`src/blrlc_pkg.sv`:
```
// ==========================================================================
// Shared constants and types
// ==========================================================================
package blrlc_pkg;

  // ========================================================================
  // Register offsets
  // ========================================================================
  localparam logic [15:0] ADDR_BUF_SEL   = 16'hF200;
  localparam logic [15:0] ADDR_CMD       = 16'hF220;
  localparam logic [15:0] ADDR_CFG       = 16'hF221;
  localparam logic [15:0] ADDR_CTL_STAT  = 16'hF240;
  localparam logic [15:0] ADDR_BLK       = 16'hF24C;
  localparam logic [15:0] ADDR_WPS       = 16'hF24E;

  // ========================================================================
  // Command codes
  // ========================================================================
  localparam logic [15:0] CMD_LOAD       = 16'h0000;
  localparam logic [15:0] CMD_UNLOCK     = 16'h0023;
  localparam logic [15:0] CMD_LOCK       = 16'h002A;
  localparam logic [15:0] CMD_TIGHT      = 16'h002C;
  localparam logic [15:0] CMD_PROGRAM    = 16'h0080;
  localparam logic [15:0] CMD_ERASE      = 16'h0094;
  localparam logic [15:0] CMD_CORE_RESET = 16'h00F0;
  localparam logic [15:0] CMD_HOT_RESET  = 16'h00F3;

  // ========================================================================
  // Reset values and field positions
  // ========================================================================
  localparam logic [15:0] CFG_RESET      = 16'h40C0;
  localparam int          CFG_RM_BIT     = 15;
  localparam logic [15:0] ZERO16         = 16'h0000;
  localparam logic [2:0]  WPS_UNLOCKED   = 3'h4;
  localparam logic [2:0]  WPS_LOCKED     = 3'h2;
  localparam logic [2:0]  WPS_TIGHT      = 3'h1;
  localparam int          STAT_BUSY      = 0;
  localparam int          STAT_PROT_ERR  = 1;
  localparam int          STAT_ECC_CORR  = 2;
  localparam int          STAT_ECC_FAIL  = 3;
  localparam int          STAT_LOAD_INT  = 4;
  localparam int          STAT_BOOT_LOCK = 5;
  localparam int          NUM_BLOCKS     = 512;
  localparam int          BOOT_BYTES     = 1024;

  // ========================================================================
  // Types
  // ========================================================================
  typedef enum logic [1:0] {
    BLRLC_LOCKED   = 2'h0,
    BLRLC_UNLOCKED = 2'h1,
    BLRLC_TIGHT    = 2'h2
  } blrlc_lock_t;

  typedef enum logic [1:0] {
    BLRLC_OP_BOOT  = 2'h0,
    BLRLC_OP_LOAD  = 2'h1,
    BLRLC_OP_PROG  = 2'h2,
    BLRLC_OP_ERASE = 2'h3
  } blrlc_op_t;

  typedef enum logic [3:0] {
    ST_BOOT      = 4'h1,
    ST_BOOT_WAIT = 4'h2,
    ST_IDLE      = 4'h4,
    ST_ARRAY     = 4'h8
  } blrlc_state_t;

  typedef struct packed {
    blrlc_state_t st;
    logic [15:0]  cmd;
    logic [15:0]  cfg;
    logic [15:0]  blk;
    logic         buf_sel;
    logic [15:0]  rdata;
    logic         arr_req;
    blrlc_op_t    op;
    logic [15:0]  arr_blk;
    logic         arr_abort;
    logic         boot_locked;
    logic         load_int;
    logic         prot_err;
    logic         ecc_corr;
    logic         ecc_fail;
  } blrlc_regs_t;

  localparam blrlc_regs_t COLD_INIT = '{
    st: ST_BOOT, cmd: ZERO16, cfg: CFG_RESET, blk: ZERO16, buf_sel: 1'b0,
    rdata: ZERO16, arr_req: 1'b0, op: BLRLC_OP_BOOT, arr_blk: ZERO16,
    arr_abort: 1'b0, boot_locked: 1'b0, load_int: 1'b0, prot_err: 1'b0,
    ecc_corr: 1'b0, ecc_fail: 1'b0};

endpackage : blrlc_pkg

```
`src/blrlc_ctrl.sv`:
```
`timescale 1ns/100ps
// Functional notes
// (RULE1) Hot reset halts and aborts everything; code ignores it during boot load
// (RULE2) Internal reset reinitialises registers, keeps buffers
// (RULE3) Hot reset aborts array op, buffers kept
// (RULE4) Core reset aborts array op only
// (RULE5) Power-up copies 1KB boot code
// (RULE6) Boot buffer locked after boot load
// (RULE7) All blocks locked after cold/warm reset
// (RULE8) Decode lock and lock-tight command codes
// (RULE9) Protection commands target start block register
// (RULE10) Separate protection state per block
// (RULE11) Status has three flags, survives hot reset
// (RULE12) Status refreshed on block write and command
// (RULE13) Status codes 010 locked, 100, 001
// (RULE14) Unlocked accepts program/erase; lock relocks
// (RULE15) Unlock releases exactly one locked block
// (RULE16) Locked block refuses program and erase
// (RULE17) Locked-tight ignores unlock and lock
// (RULE18) Lock-tight only from locked state
// (RULE19) Load fills buffer, reports ECC results
// (RULE20) Load completion raises host interrupt
// (RULE21) Two page buffers, load one, read other
// (RULE22) Read mode defaults asynchronous after reset
// (RULE23) Warm reset pin stops all, resets
// (RULE24) Unlock command acts on target block
// (RULE25) Protected program/erase rejected, error flagged
module blrlc_ctrl #(
  parameter int NUM_BLOCKS = blrlc_pkg::NUM_BLOCKS,
  parameter int BLK_W      = $clog2(NUM_BLOCKS)
) (
  input  wire logic             CLK,
  input  wire logic             RESET,
  input  wire logic             RESET_PIN_N,
  input  wire logic [15:0]      ADDR,
  input  wire logic [15:0]      WDATA,
  input  wire logic             WR,
  input  wire logic             RD,
  output logic      [15:0]      RDATA,
  input  wire logic             ARRAY_DONE,
  input  wire logic             ARRAY_ECC_CORR,
  input  wire logic             ARRAY_ECC_FAIL,
  output logic                  ARRAY_REQ,
  output blrlc_pkg::blrlc_op_t  ARRAY_OP,
  output logic      [BLK_W-1:0] ARRAY_BLOCK,
  output logic                  ARRAY_BUF_SEL,
  output logic                  ARRAY_ABORT,
  output logic                  BOOT_LOCKED,
  output logic                  LOAD_INT,
  output logic                  PROT_ERR,
  output logic                  READ_MODE_SYNC
);

  // ========================================================================
  // State and helpers
  // ========================================================================
  blrlc_pkg::blrlc_regs_t r_reg;
  blrlc_pkg::blrlc_regs_t r_next;
  blrlc_pkg::blrlc_lock_t cur_lock;
  blrlc_pkg::blrlc_lock_t mem_wdata;
  logic                   mem_we;
  logic                   cmd_wr;

  assign cmd_wr = WR && (ADDR == blrlc_pkg::ADDR_CMD);

  // Protection transition for one command
  function automatic blrlc_pkg::blrlc_lock_t next_lock(
    input logic [15:0]            c,
    input blrlc_pkg::blrlc_lock_t cur
  );
    next_lock = cur;
    if (cur != blrlc_pkg::BLRLC_TIGHT) // [RULE17]
    begin
      if (c == blrlc_pkg::CMD_LOCK) // [RULE8] [RULE14]
        next_lock = blrlc_pkg::BLRLC_LOCKED;
      else if (c == blrlc_pkg::CMD_UNLOCK && cur == blrlc_pkg::BLRLC_LOCKED)
        next_lock = blrlc_pkg::BLRLC_UNLOCKED; // [RULE15] [RULE24]
      else if (c == blrlc_pkg::CMD_TIGHT && cur == blrlc_pkg::BLRLC_LOCKED)
        next_lock = blrlc_pkg::BLRLC_TIGHT; // [RULE18]
    end
  endfunction : next_lock

  // Three-flag status code of a block
  function automatic logic [15:0] wps_bits(input blrlc_pkg::blrlc_lock_t s);
    unique case (s)
      blrlc_pkg::BLRLC_UNLOCKED: wps_bits = {13'h0000, blrlc_pkg::WPS_UNLOCKED};
      blrlc_pkg::BLRLC_TIGHT:    wps_bits = {13'h0000, blrlc_pkg::WPS_TIGHT};
      default:                   wps_bits = {13'h0000, blrlc_pkg::WPS_LOCKED};
    endcase // [RULE13]
  endfunction : wps_bits

  // True for commands that start an array operation
  function automatic logic is_array_cmd(input logic [15:0] c);
    is_array_cmd = (c == blrlc_pkg::CMD_LOAD) || (c == blrlc_pkg::CMD_PROGRAM) ||
                   (c == blrlc_pkg::CMD_ERASE);
  endfunction : is_array_cmd

  // ========================================================================
  // Protection state store
  // ========================================================================
  // Read address follows the next block number so status is fresh
  blrlc_lock_mem #(
    .DEPTH (NUM_BLOCKS),
    .AW    (BLK_W)
  ) u_lock_mem (
    .clk   (CLK),
    .rst   (RESET),
    .clear (!RESET_PIN_N), // [RULE7] [RULE23]
    .we    (mem_we),
    .waddr (r_reg.blk[BLK_W-1:0]), // [RULE9] [RULE10]
    .wdata (mem_wdata),
    .raddr (r_next.blk[BLK_W-1:0]), // [RULE12]
    .rdata (cur_lock)
  );

  // ========================================================================
  // Register read mux
  // ========================================================================
  function automatic logic [15:0] reg_read(
    input logic [15:0]            a,
    input blrlc_pkg::blrlc_regs_t s,
    input blrlc_pkg::blrlc_lock_t lk
  );
    logic [15:0] st;
    st = 16'h0000;
    st[blrlc_pkg::STAT_BUSY]      = (s.st != blrlc_pkg::ST_IDLE);
    st[blrlc_pkg::STAT_PROT_ERR]  = s.prot_err;
    st[blrlc_pkg::STAT_ECC_CORR]  = s.ecc_corr;
    st[blrlc_pkg::STAT_ECC_FAIL]  = s.ecc_fail;
    st[blrlc_pkg::STAT_LOAD_INT]  = s.load_int;
    st[blrlc_pkg::STAT_BOOT_LOCK] = s.boot_locked;
    unique case (a)
      blrlc_pkg::ADDR_BUF_SEL:  reg_read = {15'h0000, s.buf_sel};
      blrlc_pkg::ADDR_CMD:      reg_read = s.cmd;
      blrlc_pkg::ADDR_CFG:      reg_read = s.cfg;
      blrlc_pkg::ADDR_CTL_STAT: reg_read = st;
      blrlc_pkg::ADDR_BLK:      reg_read = s.blk;
      blrlc_pkg::ADDR_WPS:      reg_read = wps_bits(lk); // [RULE11]
      default:                  reg_read = 16'h0000;
    endcase
  endfunction : reg_read

  // ========================================================================
  // Next-state logic
  // ========================================================================
  always_comb
  begin
    r_next           = r_reg;
    r_next.arr_req   = 1'b0;
    r_next.arr_abort = 1'b0;
    r_next.rdata     = 16'h0000;
    mem_we           = 1'b0;
    mem_wdata        = next_lock(WDATA, cur_lock);
    if (RD)
    begin
      r_next.rdata = reg_read(ADDR, r_reg, cur_lock);
    end
    // Plain register writes
    if (WR && ADDR == blrlc_pkg::ADDR_CFG)
    begin
      r_next.cfg = WDATA; // [RULE22]
    end
    if (WR && ADDR == blrlc_pkg::ADDR_BLK)
    begin
      r_next.blk = WDATA; // [RULE9] [RULE12]
    end
    if (WR && ADDR == blrlc_pkg::ADDR_BUF_SEL)
    begin
      r_next.buf_sel = WDATA[0]; // [RULE21]
    end
    unique case (r_reg.st)
      blrlc_pkg::ST_BOOT:
      begin
        r_next.arr_req = 1'b1; // [RULE5]
        r_next.op      = blrlc_pkg::BLRLC_OP_BOOT;
        r_next.arr_blk = 16'h0000;
        r_next.st      = blrlc_pkg::ST_BOOT_WAIT;
      end
      blrlc_pkg::ST_BOOT_WAIT:
      begin
        if (ARRAY_DONE)
        begin
          r_next.boot_locked = 1'b1; // [RULE6]
          r_next.st          = blrlc_pkg::ST_IDLE;
        end
      end
      blrlc_pkg::ST_IDLE:
      begin
        if (cmd_wr && WDATA == blrlc_pkg::CMD_CORE_RESET)
        begin
          r_next.arr_abort = 1'b1; // [RULE4]
        end
        else if (cmd_wr && WDATA != blrlc_pkg::CMD_HOT_RESET)
        begin
          r_next.cmd      = WDATA;
          r_next.prot_err = 1'b0;
          r_next.load_int = 1'b0;
          r_next.ecc_corr = 1'b0;
          r_next.ecc_fail = 1'b0;
          if (WDATA == blrlc_pkg::CMD_LOCK || WDATA == blrlc_pkg::CMD_TIGHT ||
              WDATA == blrlc_pkg::CMD_UNLOCK)
          begin
            mem_we = 1'b1; // [RULE8] [RULE10] [RULE12] [RULE24]
          end
          else if (is_array_cmd(WDATA))
          begin
            if (WDATA != blrlc_pkg::CMD_LOAD && cur_lock != blrlc_pkg::BLRLC_UNLOCKED)
            begin
              r_next.prot_err = 1'b1; // [RULE16] [RULE25]
            end
            else
            begin
              r_next.arr_req = 1'b1; // [RULE14] [RULE19]
              r_next.arr_blk = r_reg.blk;
              r_next.st      = blrlc_pkg::ST_ARRAY;
              unique case (WDATA)
                blrlc_pkg::CMD_PROGRAM: r_next.op = blrlc_pkg::BLRLC_OP_PROG;
                blrlc_pkg::CMD_ERASE:   r_next.op = blrlc_pkg::BLRLC_OP_ERASE;
                default:                r_next.op = blrlc_pkg::BLRLC_OP_LOAD;
              endcase
            end
          end
        end
      end
      blrlc_pkg::ST_ARRAY:
      begin
        if (cmd_wr && WDATA == blrlc_pkg::CMD_CORE_RESET)
        begin
          r_next.arr_abort = 1'b1; // [RULE4]
          r_next.st        = blrlc_pkg::ST_IDLE;
        end
        else if (ARRAY_DONE)
        begin
          r_next.st = blrlc_pkg::ST_IDLE;
          if (r_reg.op == blrlc_pkg::BLRLC_OP_LOAD)
          begin
            r_next.load_int = 1'b1; // [RULE20]
            r_next.ecc_corr = ARRAY_ECC_CORR; // [RULE19]
            r_next.ecc_fail = ARRAY_ECC_FAIL;
          end
        end
      end
      default:
      begin
        r_next.st = blrlc_pkg::ST_IDLE;
      end
    endcase
    // Hot reset: block number and protection states kept
    if (cmd_wr && WDATA == blrlc_pkg::CMD_HOT_RESET &&
        (r_reg.st == blrlc_pkg::ST_IDLE || r_reg.st == blrlc_pkg::ST_ARRAY))
    begin
      r_next.st        = blrlc_pkg::ST_IDLE; // [RULE1] [RULE3]
      r_next.arr_abort = 1'b1;
      r_next.cmd       = 16'h0000; // [RULE2]
      r_next.cfg       = blrlc_pkg::CFG_RESET;
      r_next.buf_sel   = 1'b0;
      r_next.prot_err  = 1'b0;
      r_next.load_int  = 1'b0;
      r_next.ecc_corr  = 1'b0;
      r_next.ecc_fail  = 1'b0;
      mem_we           = 1'b0; // [RULE11]
    end
    // Warm reset pin: registers back to default except boot lock, which is kept; idle, no boot load
    if (!RESET_PIN_N)
    begin
      r_next             = blrlc_pkg::COLD_INIT; // [RULE23] [RULE22]
      r_next.st          = blrlc_pkg::ST_IDLE;
      r_next.arr_abort   = 1'b1;
      r_next.boot_locked = r_reg.boot_locked;
      mem_we             = 1'b0;
    end
  end

  // ========================================================================
  // State register
  // ========================================================================
  always_ff @(posedge CLK)
  begin
    if (RESET)
      r_reg <= blrlc_pkg::COLD_INIT; // [RULE7]
    else
      r_reg <= r_next;
  end

  // Outputs straight from flops
  assign RDATA          = r_reg.rdata;
  assign ARRAY_REQ      = r_reg.arr_req;
  assign ARRAY_OP       = r_reg.op;
  assign ARRAY_BLOCK    = r_reg.arr_blk[BLK_W-1:0];
  assign ARRAY_BUF_SEL  = r_reg.buf_sel; // [RULE21]
  assign ARRAY_ABORT    = r_reg.arr_abort;
  assign BOOT_LOCKED    = r_reg.boot_locked;
  assign LOAD_INT       = r_reg.load_int;
  assign PROT_ERR       = r_reg.prot_err;
  assign READ_MODE_SYNC = r_reg.cfg[blrlc_pkg::CFG_RM_BIT];

  logic idle_cmd;
  logic run_cmd;
  assign idle_cmd = cmd_wr && RESET_PIN_N && r_reg.st == blrlc_pkg::ST_IDLE;
  // Reset commands are honoured in idle and during an array operation
  assign run_cmd  = cmd_wr && RESET_PIN_N &&
                    (r_reg.st == blrlc_pkg::ST_IDLE || r_reg.st == blrlc_pkg::ST_ARRAY);
endmodule : blrlc_ctrl

```
`src/blrlc_lock_mem.sv`:
```
`timescale 1ns/100ps
// ==========================================================================
// Per-block protection state store
// ==========================================================================
module blrlc_lock_mem #(
  parameter int DEPTH = blrlc_pkg::NUM_BLOCKS,
  parameter int AW    = $clog2(DEPTH)
) (
  input  wire logic                   clk,
  input  wire logic                   rst,
  input  wire logic                   clear,
  input  wire logic                   we,
  input  wire logic [AW-1:0]          waddr,
  input  wire blrlc_pkg::blrlc_lock_t wdata,
  input  wire logic [AW-1:0]          raddr,
  output blrlc_pkg::blrlc_lock_t      rdata
);

  typedef struct packed {
    blrlc_pkg::blrlc_lock_t [DEPTH-1:0] cells;
    blrlc_pkg::blrlc_lock_t             rd;
  } blrlc_mem_t;

  blrlc_mem_t r_reg;
  blrlc_mem_t r_next;

  // Clear to locked wins over write; write bypasses to read
  always_comb
  begin
    r_next = r_reg;
    if (clear)
    begin
      r_next = '0;
    end
    else
    begin
      if (we)
      begin
        r_next.cells[waddr] = wdata;
      end
      r_next.rd = (we && waddr == raddr) ? wdata : r_reg.cells[raddr];
    end
  end

  // State register, all cells locked after reset
  always_ff @(posedge clk)
  begin
    if (rst)
      r_reg <= '0;
    else
      r_reg <= r_next;
  end

  assign rdata = r_reg.rd;

endmodule : blrlc_lock_mem

```
`config.mk`:
```
export PLATFORM = sky130hd
export DESIGN_NAME = blrlc_ctrl
export DESIGN_NICKNAME = d
export VERILOG_FILES = /design/src/blrlc_pkg.sv /design/src/blrlc_ctrl.sv /design/src/blrlc_lock_mem.sv
export SDC_FILE = /design/constraint.sdc
export NUM_CORES = 2
export LEC_CHECK = 0
export BUFFER_PORTS_ARGS = -buffer_cell sky130_fd_sc_hd__clkbuf_2
export CAP_MARGIN = 20
export CELL_PAD_IN_SITES_DETAIL_PLACEMENT = 0
export CELL_PAD_IN_SITES_GLOBAL_PLACEMENT = 2
export CORE_MARGIN = 2
export CORE_UTILIZATION = 37
export CTS_CLUSTER_DIAMETER = 150
export DETAILED_ROUTE_END_ITERATION = 7
export PLACE_DENSITY_LB_ADDON = 0.1
export SLEW_MARGIN = 40
export SYNTH_ARGS = -nofsm -noshare
export SYNTH_HDL_FRONTEND = slang
export SYNTH_SLANG_ARGS = --single-unit
export TNS_END_PERCENT = 10
```
`constraint.sdc`:
```
create_clock -name CLK -period 4.3 [get_ports CLK]
set_input_delay 0.43 -clock CLK [delete_from_list [all_inputs] [get_ports CLK]]
set_output_delay 0.43 -clock CLK [all_outputs]
set_load 0.03 [all_outputs]
```
* Yosys cells after proc, flatten, opt, wreduce, memory -nomap -nowiden
Index checks and enable logic that the tools add are counted.
Operators by class: order comparisons 3, eq/ne operators 38, multiplexer cells 61, bitwise logic cells 3, reduce and logical (&&, ||, !) cells 33
Operator list (count):
- $bwmux 1024 | 1
- $eq 16x16->1 const B | 6
- $pmux 16 s6 | 1
- $mux 19 | 5
- $mux 93 | 1
- $eq 16x8->1 const B | 4
- $mux 16 | 4
- $eq 16x6->1 const B | 3
- $mux 20 | 2
- $pmux 19 s2 | 1
- $mux 35 | 1
- $mux 4 | 8
- $lt 9x10->1 const B | 2
- $mux 1 | 20
- $mux 2 | 10
- $ne 4x4->1 const B | 5
- $bmux 2 s9 | 1
- $demux 2 s9 | 1
- $ne 2x2->1 const B | 9
- $logic_not 16->1 | 1
- $ne 16x8->1 const B | 1
- $pmux 4 s4 | 1
- $reduce_bool 16->1 | 1
- $logic_and 1x1->1 | 13
- 22 further kinds | 36
Word-level totals: bits in registers 1113, output and inout port bits 34

* Longest topological paths before layout
depth after elaboration 13, gate-level depth with buffers 18, gate-level depth less buffers 12

* By module
A second synthesis with hierarchy kept.
Second synthesis, totals: cell total of the unflattened synthesis 6413, area, all modules 52302.7 sq um
By module, submodules not included:
- blrlc_lock_mem | instances 1, cells an instance 5916, area each 47996.0 sq um, seq. area each 20539.7 sq um
- blrlc_ctrl | instances 1, cells an instance 497, area each 4306.6 sq um, seq. area each 1741.7 sq um

* Worst setup path after synthesis
Ideal clock, no wire load.
kind input to register, from input ADDR[8], to register u_lock_mem.r_reg, in the netlist u_lock_mem.rdata[0], library setup time 0.133 ns, arrival time 3.726 ns, data required time 4.167 ns, path slack 0.442 ns, cell stages on the path 14, buffers on the path 3, cells stage by stage or4b_1 or4_1 buf_2 o21ai_0 nand2_1 buf_2 buf_2 a21oi_1 nand2_1 a311oi_1 nand4_1 or4_1 a211o_1 nor4b_2
On the way: longest elaborated chain between the ends 10
Ends and longest elaborated chain:
- from (decl) | line blrlc_ctrl.sv:35 | input wire logic [15:0] ADDR,
- branches (longest 9 deep; another with $mux 93)
- $mux 2 * | line blrlc_lock_mem.sv:41 | r_next.rd = (we && waddr == raddr) ? wdata : r_reg.cells[raddr];
- to (signal assigned) | line blrlc_lock_mem.sv:51 | r_reg <= r_next;
- to (decl) | line blrlc_lock_mem.sv:24 | blrlc_mem_t r_reg;
Mark *: on every way between the ends. The select of a mux whose other input is x is not followed. A chain may end at the register's enable or synchronous reset.

* Final worst setup path
Same ends and word-level chain as after synthesis.

==> flow_summary.yaml <==
worst_setup_path:
  crit_type: "input pin to register"
  rr_endpoint: "u_lock_mem.rdata[1]"
  start_kind: "input pin"
  r2r_cells: 14
  crit_path_end: "u_lock_mem.rdata[0]"
  arrival_ps: 4880
  rr_startpoint: "r_reg[46]"
  required_ps: 4940
  path_max_fanout: 16
  r2r_slack_ps: 370
  worstSetupEndpointType: "register"
  crit_start: "ADDR[8]"
clocking:
  cts_tree: "yes"
  ctsResizeCount: 0
  root_buffer: "clkbuf_16"
  numCtsBuffers: 137
  hold_buffers: 13
  insertion_delay_ps: 790
  post_cts_buffers: 0
  cts_buffer_depth: 3
  h-tree-depth: 4
  clkTransAtPathRegs_ps: 60
  numClockSinks: 1113
routing:
  wl_um: 260000
  wl_per_cell_um: 27.9
  drc: 0
  dr.first_iter.drc_count: 6467
  ant_nets: 0
  vias: 57400
  viasPerCell: 6.15
  dr.pass1.iters: 6
global_route:
  globalRouteOverflowTotal: 0
  grt_max_degree: 130
  grt_usage_pct: 34.5
  busiest_layer: "met2"
  grt_pass1_vias: 53400
  grt_use_met2_pct: 52.7
  grtUsageMet1_pct: 47.7
  grt_pass1_wl_um: 378000
  use_met3_pct: 5.97
  antenna_found_initial: 11
synthesis:
  synth_ff_type: "dfxtp_1"
  synth_edf_count: 0
  yosys.area.top_type_share_pct: 42.3
  synth_area_sq_um: 52700
  yosysSeqAreaShare_pct: 42.3
  syn_inst: 7316
  async_reset_ff_share_pct: 0
  syn_avg_cell_area_sq_um: 7.20
  ys_warn_count: 0
  synth.distinct_cells: 71
  syn_nets: 7361
  synth_top_area_cell: "dfxtp_1"
  ys_ff_latch: 1113
  yosys-top-cells-area: "dfxtp_1, a21oi_1, nand3_1"
placed_design:
  portBuffers: 73
  place_congestion: 0.908
  pre_cts_ws_ps: -656
  dp_hpwl_um: 161000
floorplan:
  die_w_um: 381
  design.core.area_sq_um: 141000
  start_util_pct: 37.2
  rows: 138
  ios: 74
  die_h_um: 381
  die_area_sq_um: 145000
pwr:
  peakVddDrop_uv: 324
  p_leak_nw: 19.3
  power_mw: 22.3
  power_density_nw_per_um2: 350
finish:
  final_core_util_pct: 45.1
  drive_gt1_share_pct: 14.1
  syn2layout_area_growth_pct: 21.1
  nets: 7374
  multi_input_area_sq_um: 27500
  largest_register_ffs: 1024
  nFillCells: 14100
  regArea_sq_um: 22300
timing:
  tightest_slew_ps: 888
  slew_headroom_pct: 40.7
  layout_setup_ws_ps: 54.3
  finalSetupViolations: 0
  finalMaxSlewViolations: 0
  clock_skew_ps: 24.5
  clock.fmax_ghz: 0.236
  rsz0062_at_grt: "false"
  finalHoldViolations: 0
  holdWs_ps: 47.4
  fin_crit_ps: 4250
  finalCritPeriodShare_pct: 98.7
job:
  maxCapViolations: 0
outcome:
  status: "complete, no violations"
worst_hold_path:
  hp-class: "input pin to register"
[layer usage]
metal / share of wire (%) / up-vias
met3: 8.3 / 556
met5: 0 / -
met4: 4.3 / 0
met1: 43 / 28400
met2: 44 / 2696
li1: - / 25800
[power by group]
group / switching, mW / total [mW] / internal [mW]
logic: 0.263 / 0.334 / 0.0715
clock network: 4.85 / 11.7 / 6.82
registers: 0.00278 / 10.3 / 10.3
total: 5.11 / 22.3 / 17.2
[cells by family (layout without fill, tap and decap cells)]
logic type	Yosys count	count (layout)	share of synthesized area (%)
AND/OR/NAND/NOR	2839	2839	24.1
AO/OA/AOI/OAI	2396	2396	24.4
flip-flops	1113	1113	42.3
buffers and inverters	835	956	6.59
multiplexers	126	126	2.44
adder cells (fa/ha/maj)	5	5	0.119
XOR/XNOR	2	2	0.0333
other	0	9	0
[how the worst min path moves through the flow]
stage	start	slack (ps)	end	depth (start not counted)
after floorplan	u_lock_mem.r_reg[36]	430	u_lock_mem.r_reg[36]	2
after global placement	r_reg[61]	440	r_reg[61]	2
after detailed placement	u_lock_mem.r_reg[454]	440	u_lock_mem.r_reg[454]	2
after CTS	RESET	10	r_reg[90]	1
after global routing	RESET	50	r_reg[90]	1
final	RESET	50	r_reg[90]	1
[cells in the mapped netlist (17+ instances only)]
| cell | count |
|---|---|
| nand2_1 | 1315 |
| a21oi_1 | 1238 |
| nand3_1 | 1165 |
| dfxtp_1 | 1113 |
| o21ai_0 | 794 |
| clkbuf_1 | 634 |
| nor2_1 | 169 |
| buf_2 | 134 |
| a31oi_1 | 113 |
| mux2i_1 | 108 |
| a22oi_1 | 58 |
| and3_1 | 45 |
| buf_4 | 45 |
| nand4_1 | 33 |
| a211oi_1 | 32 |
| o22ai_1 | 24 |
| a311oi_1 | 20 |
| a221oi_1 | 19 |
| mux2_2 | 18 |
| nor4_1 | 17 |
[worst max-delay path, cell delays in order]
cell,delay (ps)
clkbuf_2,80
or4b_1,540
or4_1,490
buf_4,230
o21ai_2,140
buf_4,160
and2_4,440
buf_12,250
buf_4,250
nand3_1,90
a32o_1,260
o21ai_0,530
nand4_1,180
buf_4,190
a211o_1,290
nor3_1,220
nor4b_2,80
[through the flow]
stage                     cell area (sq um)  std cells  TNS, ps
after floorplan                       52700       7316        0
after global placement                59000       9064    -8180
after detailed placement              59100       9066    -7030
after CTS                             63700       9326        0
after global routing                  63700       9327        0
final                                 63800       9336        0
[area by class of cell]
| class | instances | share of cell area, % |
|---|---|---|
| Timing Repair Buffer | 701 | 11.2 |
| Multi-Input combinational cell | 5368 | 43.1 |
| Inverter | 8 | 0.0471 |
| Tap cell | 1890 | 3.71 |
| Clock buffer | 208 | 6.43 |
| Antenna cell | 9 | 0.0353 |
| Clock inverter | 39 | 0.549 |
| Sequential cell | 1113 | 34.9 |
[cells in the final DEF (no fill, tap or decap), drive strengths merged, types with 18 or more instances in the layout]
| cell type | n |
|---|---|
| a21oi | 1238 |
| dfxtp | 1113 |
| nand3 | 1165 |
| a311oi | 20 |
| clkinv | 27 |
| clkbuf | 281 |
| mux2 | 18 |
| a22oi | 58 |
| and3 | 45 |
| o22ai | 24 |
| a31oi | 113 |
| nor2 | 171 |
| nor4 | 19 |
| mux2i | 108 |
| o21ai | 798 |
| nand4 | 34 |
| nand2 | 1315 |
| buf | 615 |
| a211oi | 32 |
| a221oi | 19 |
Note: power is estimated with default switching activity, not from simulation.
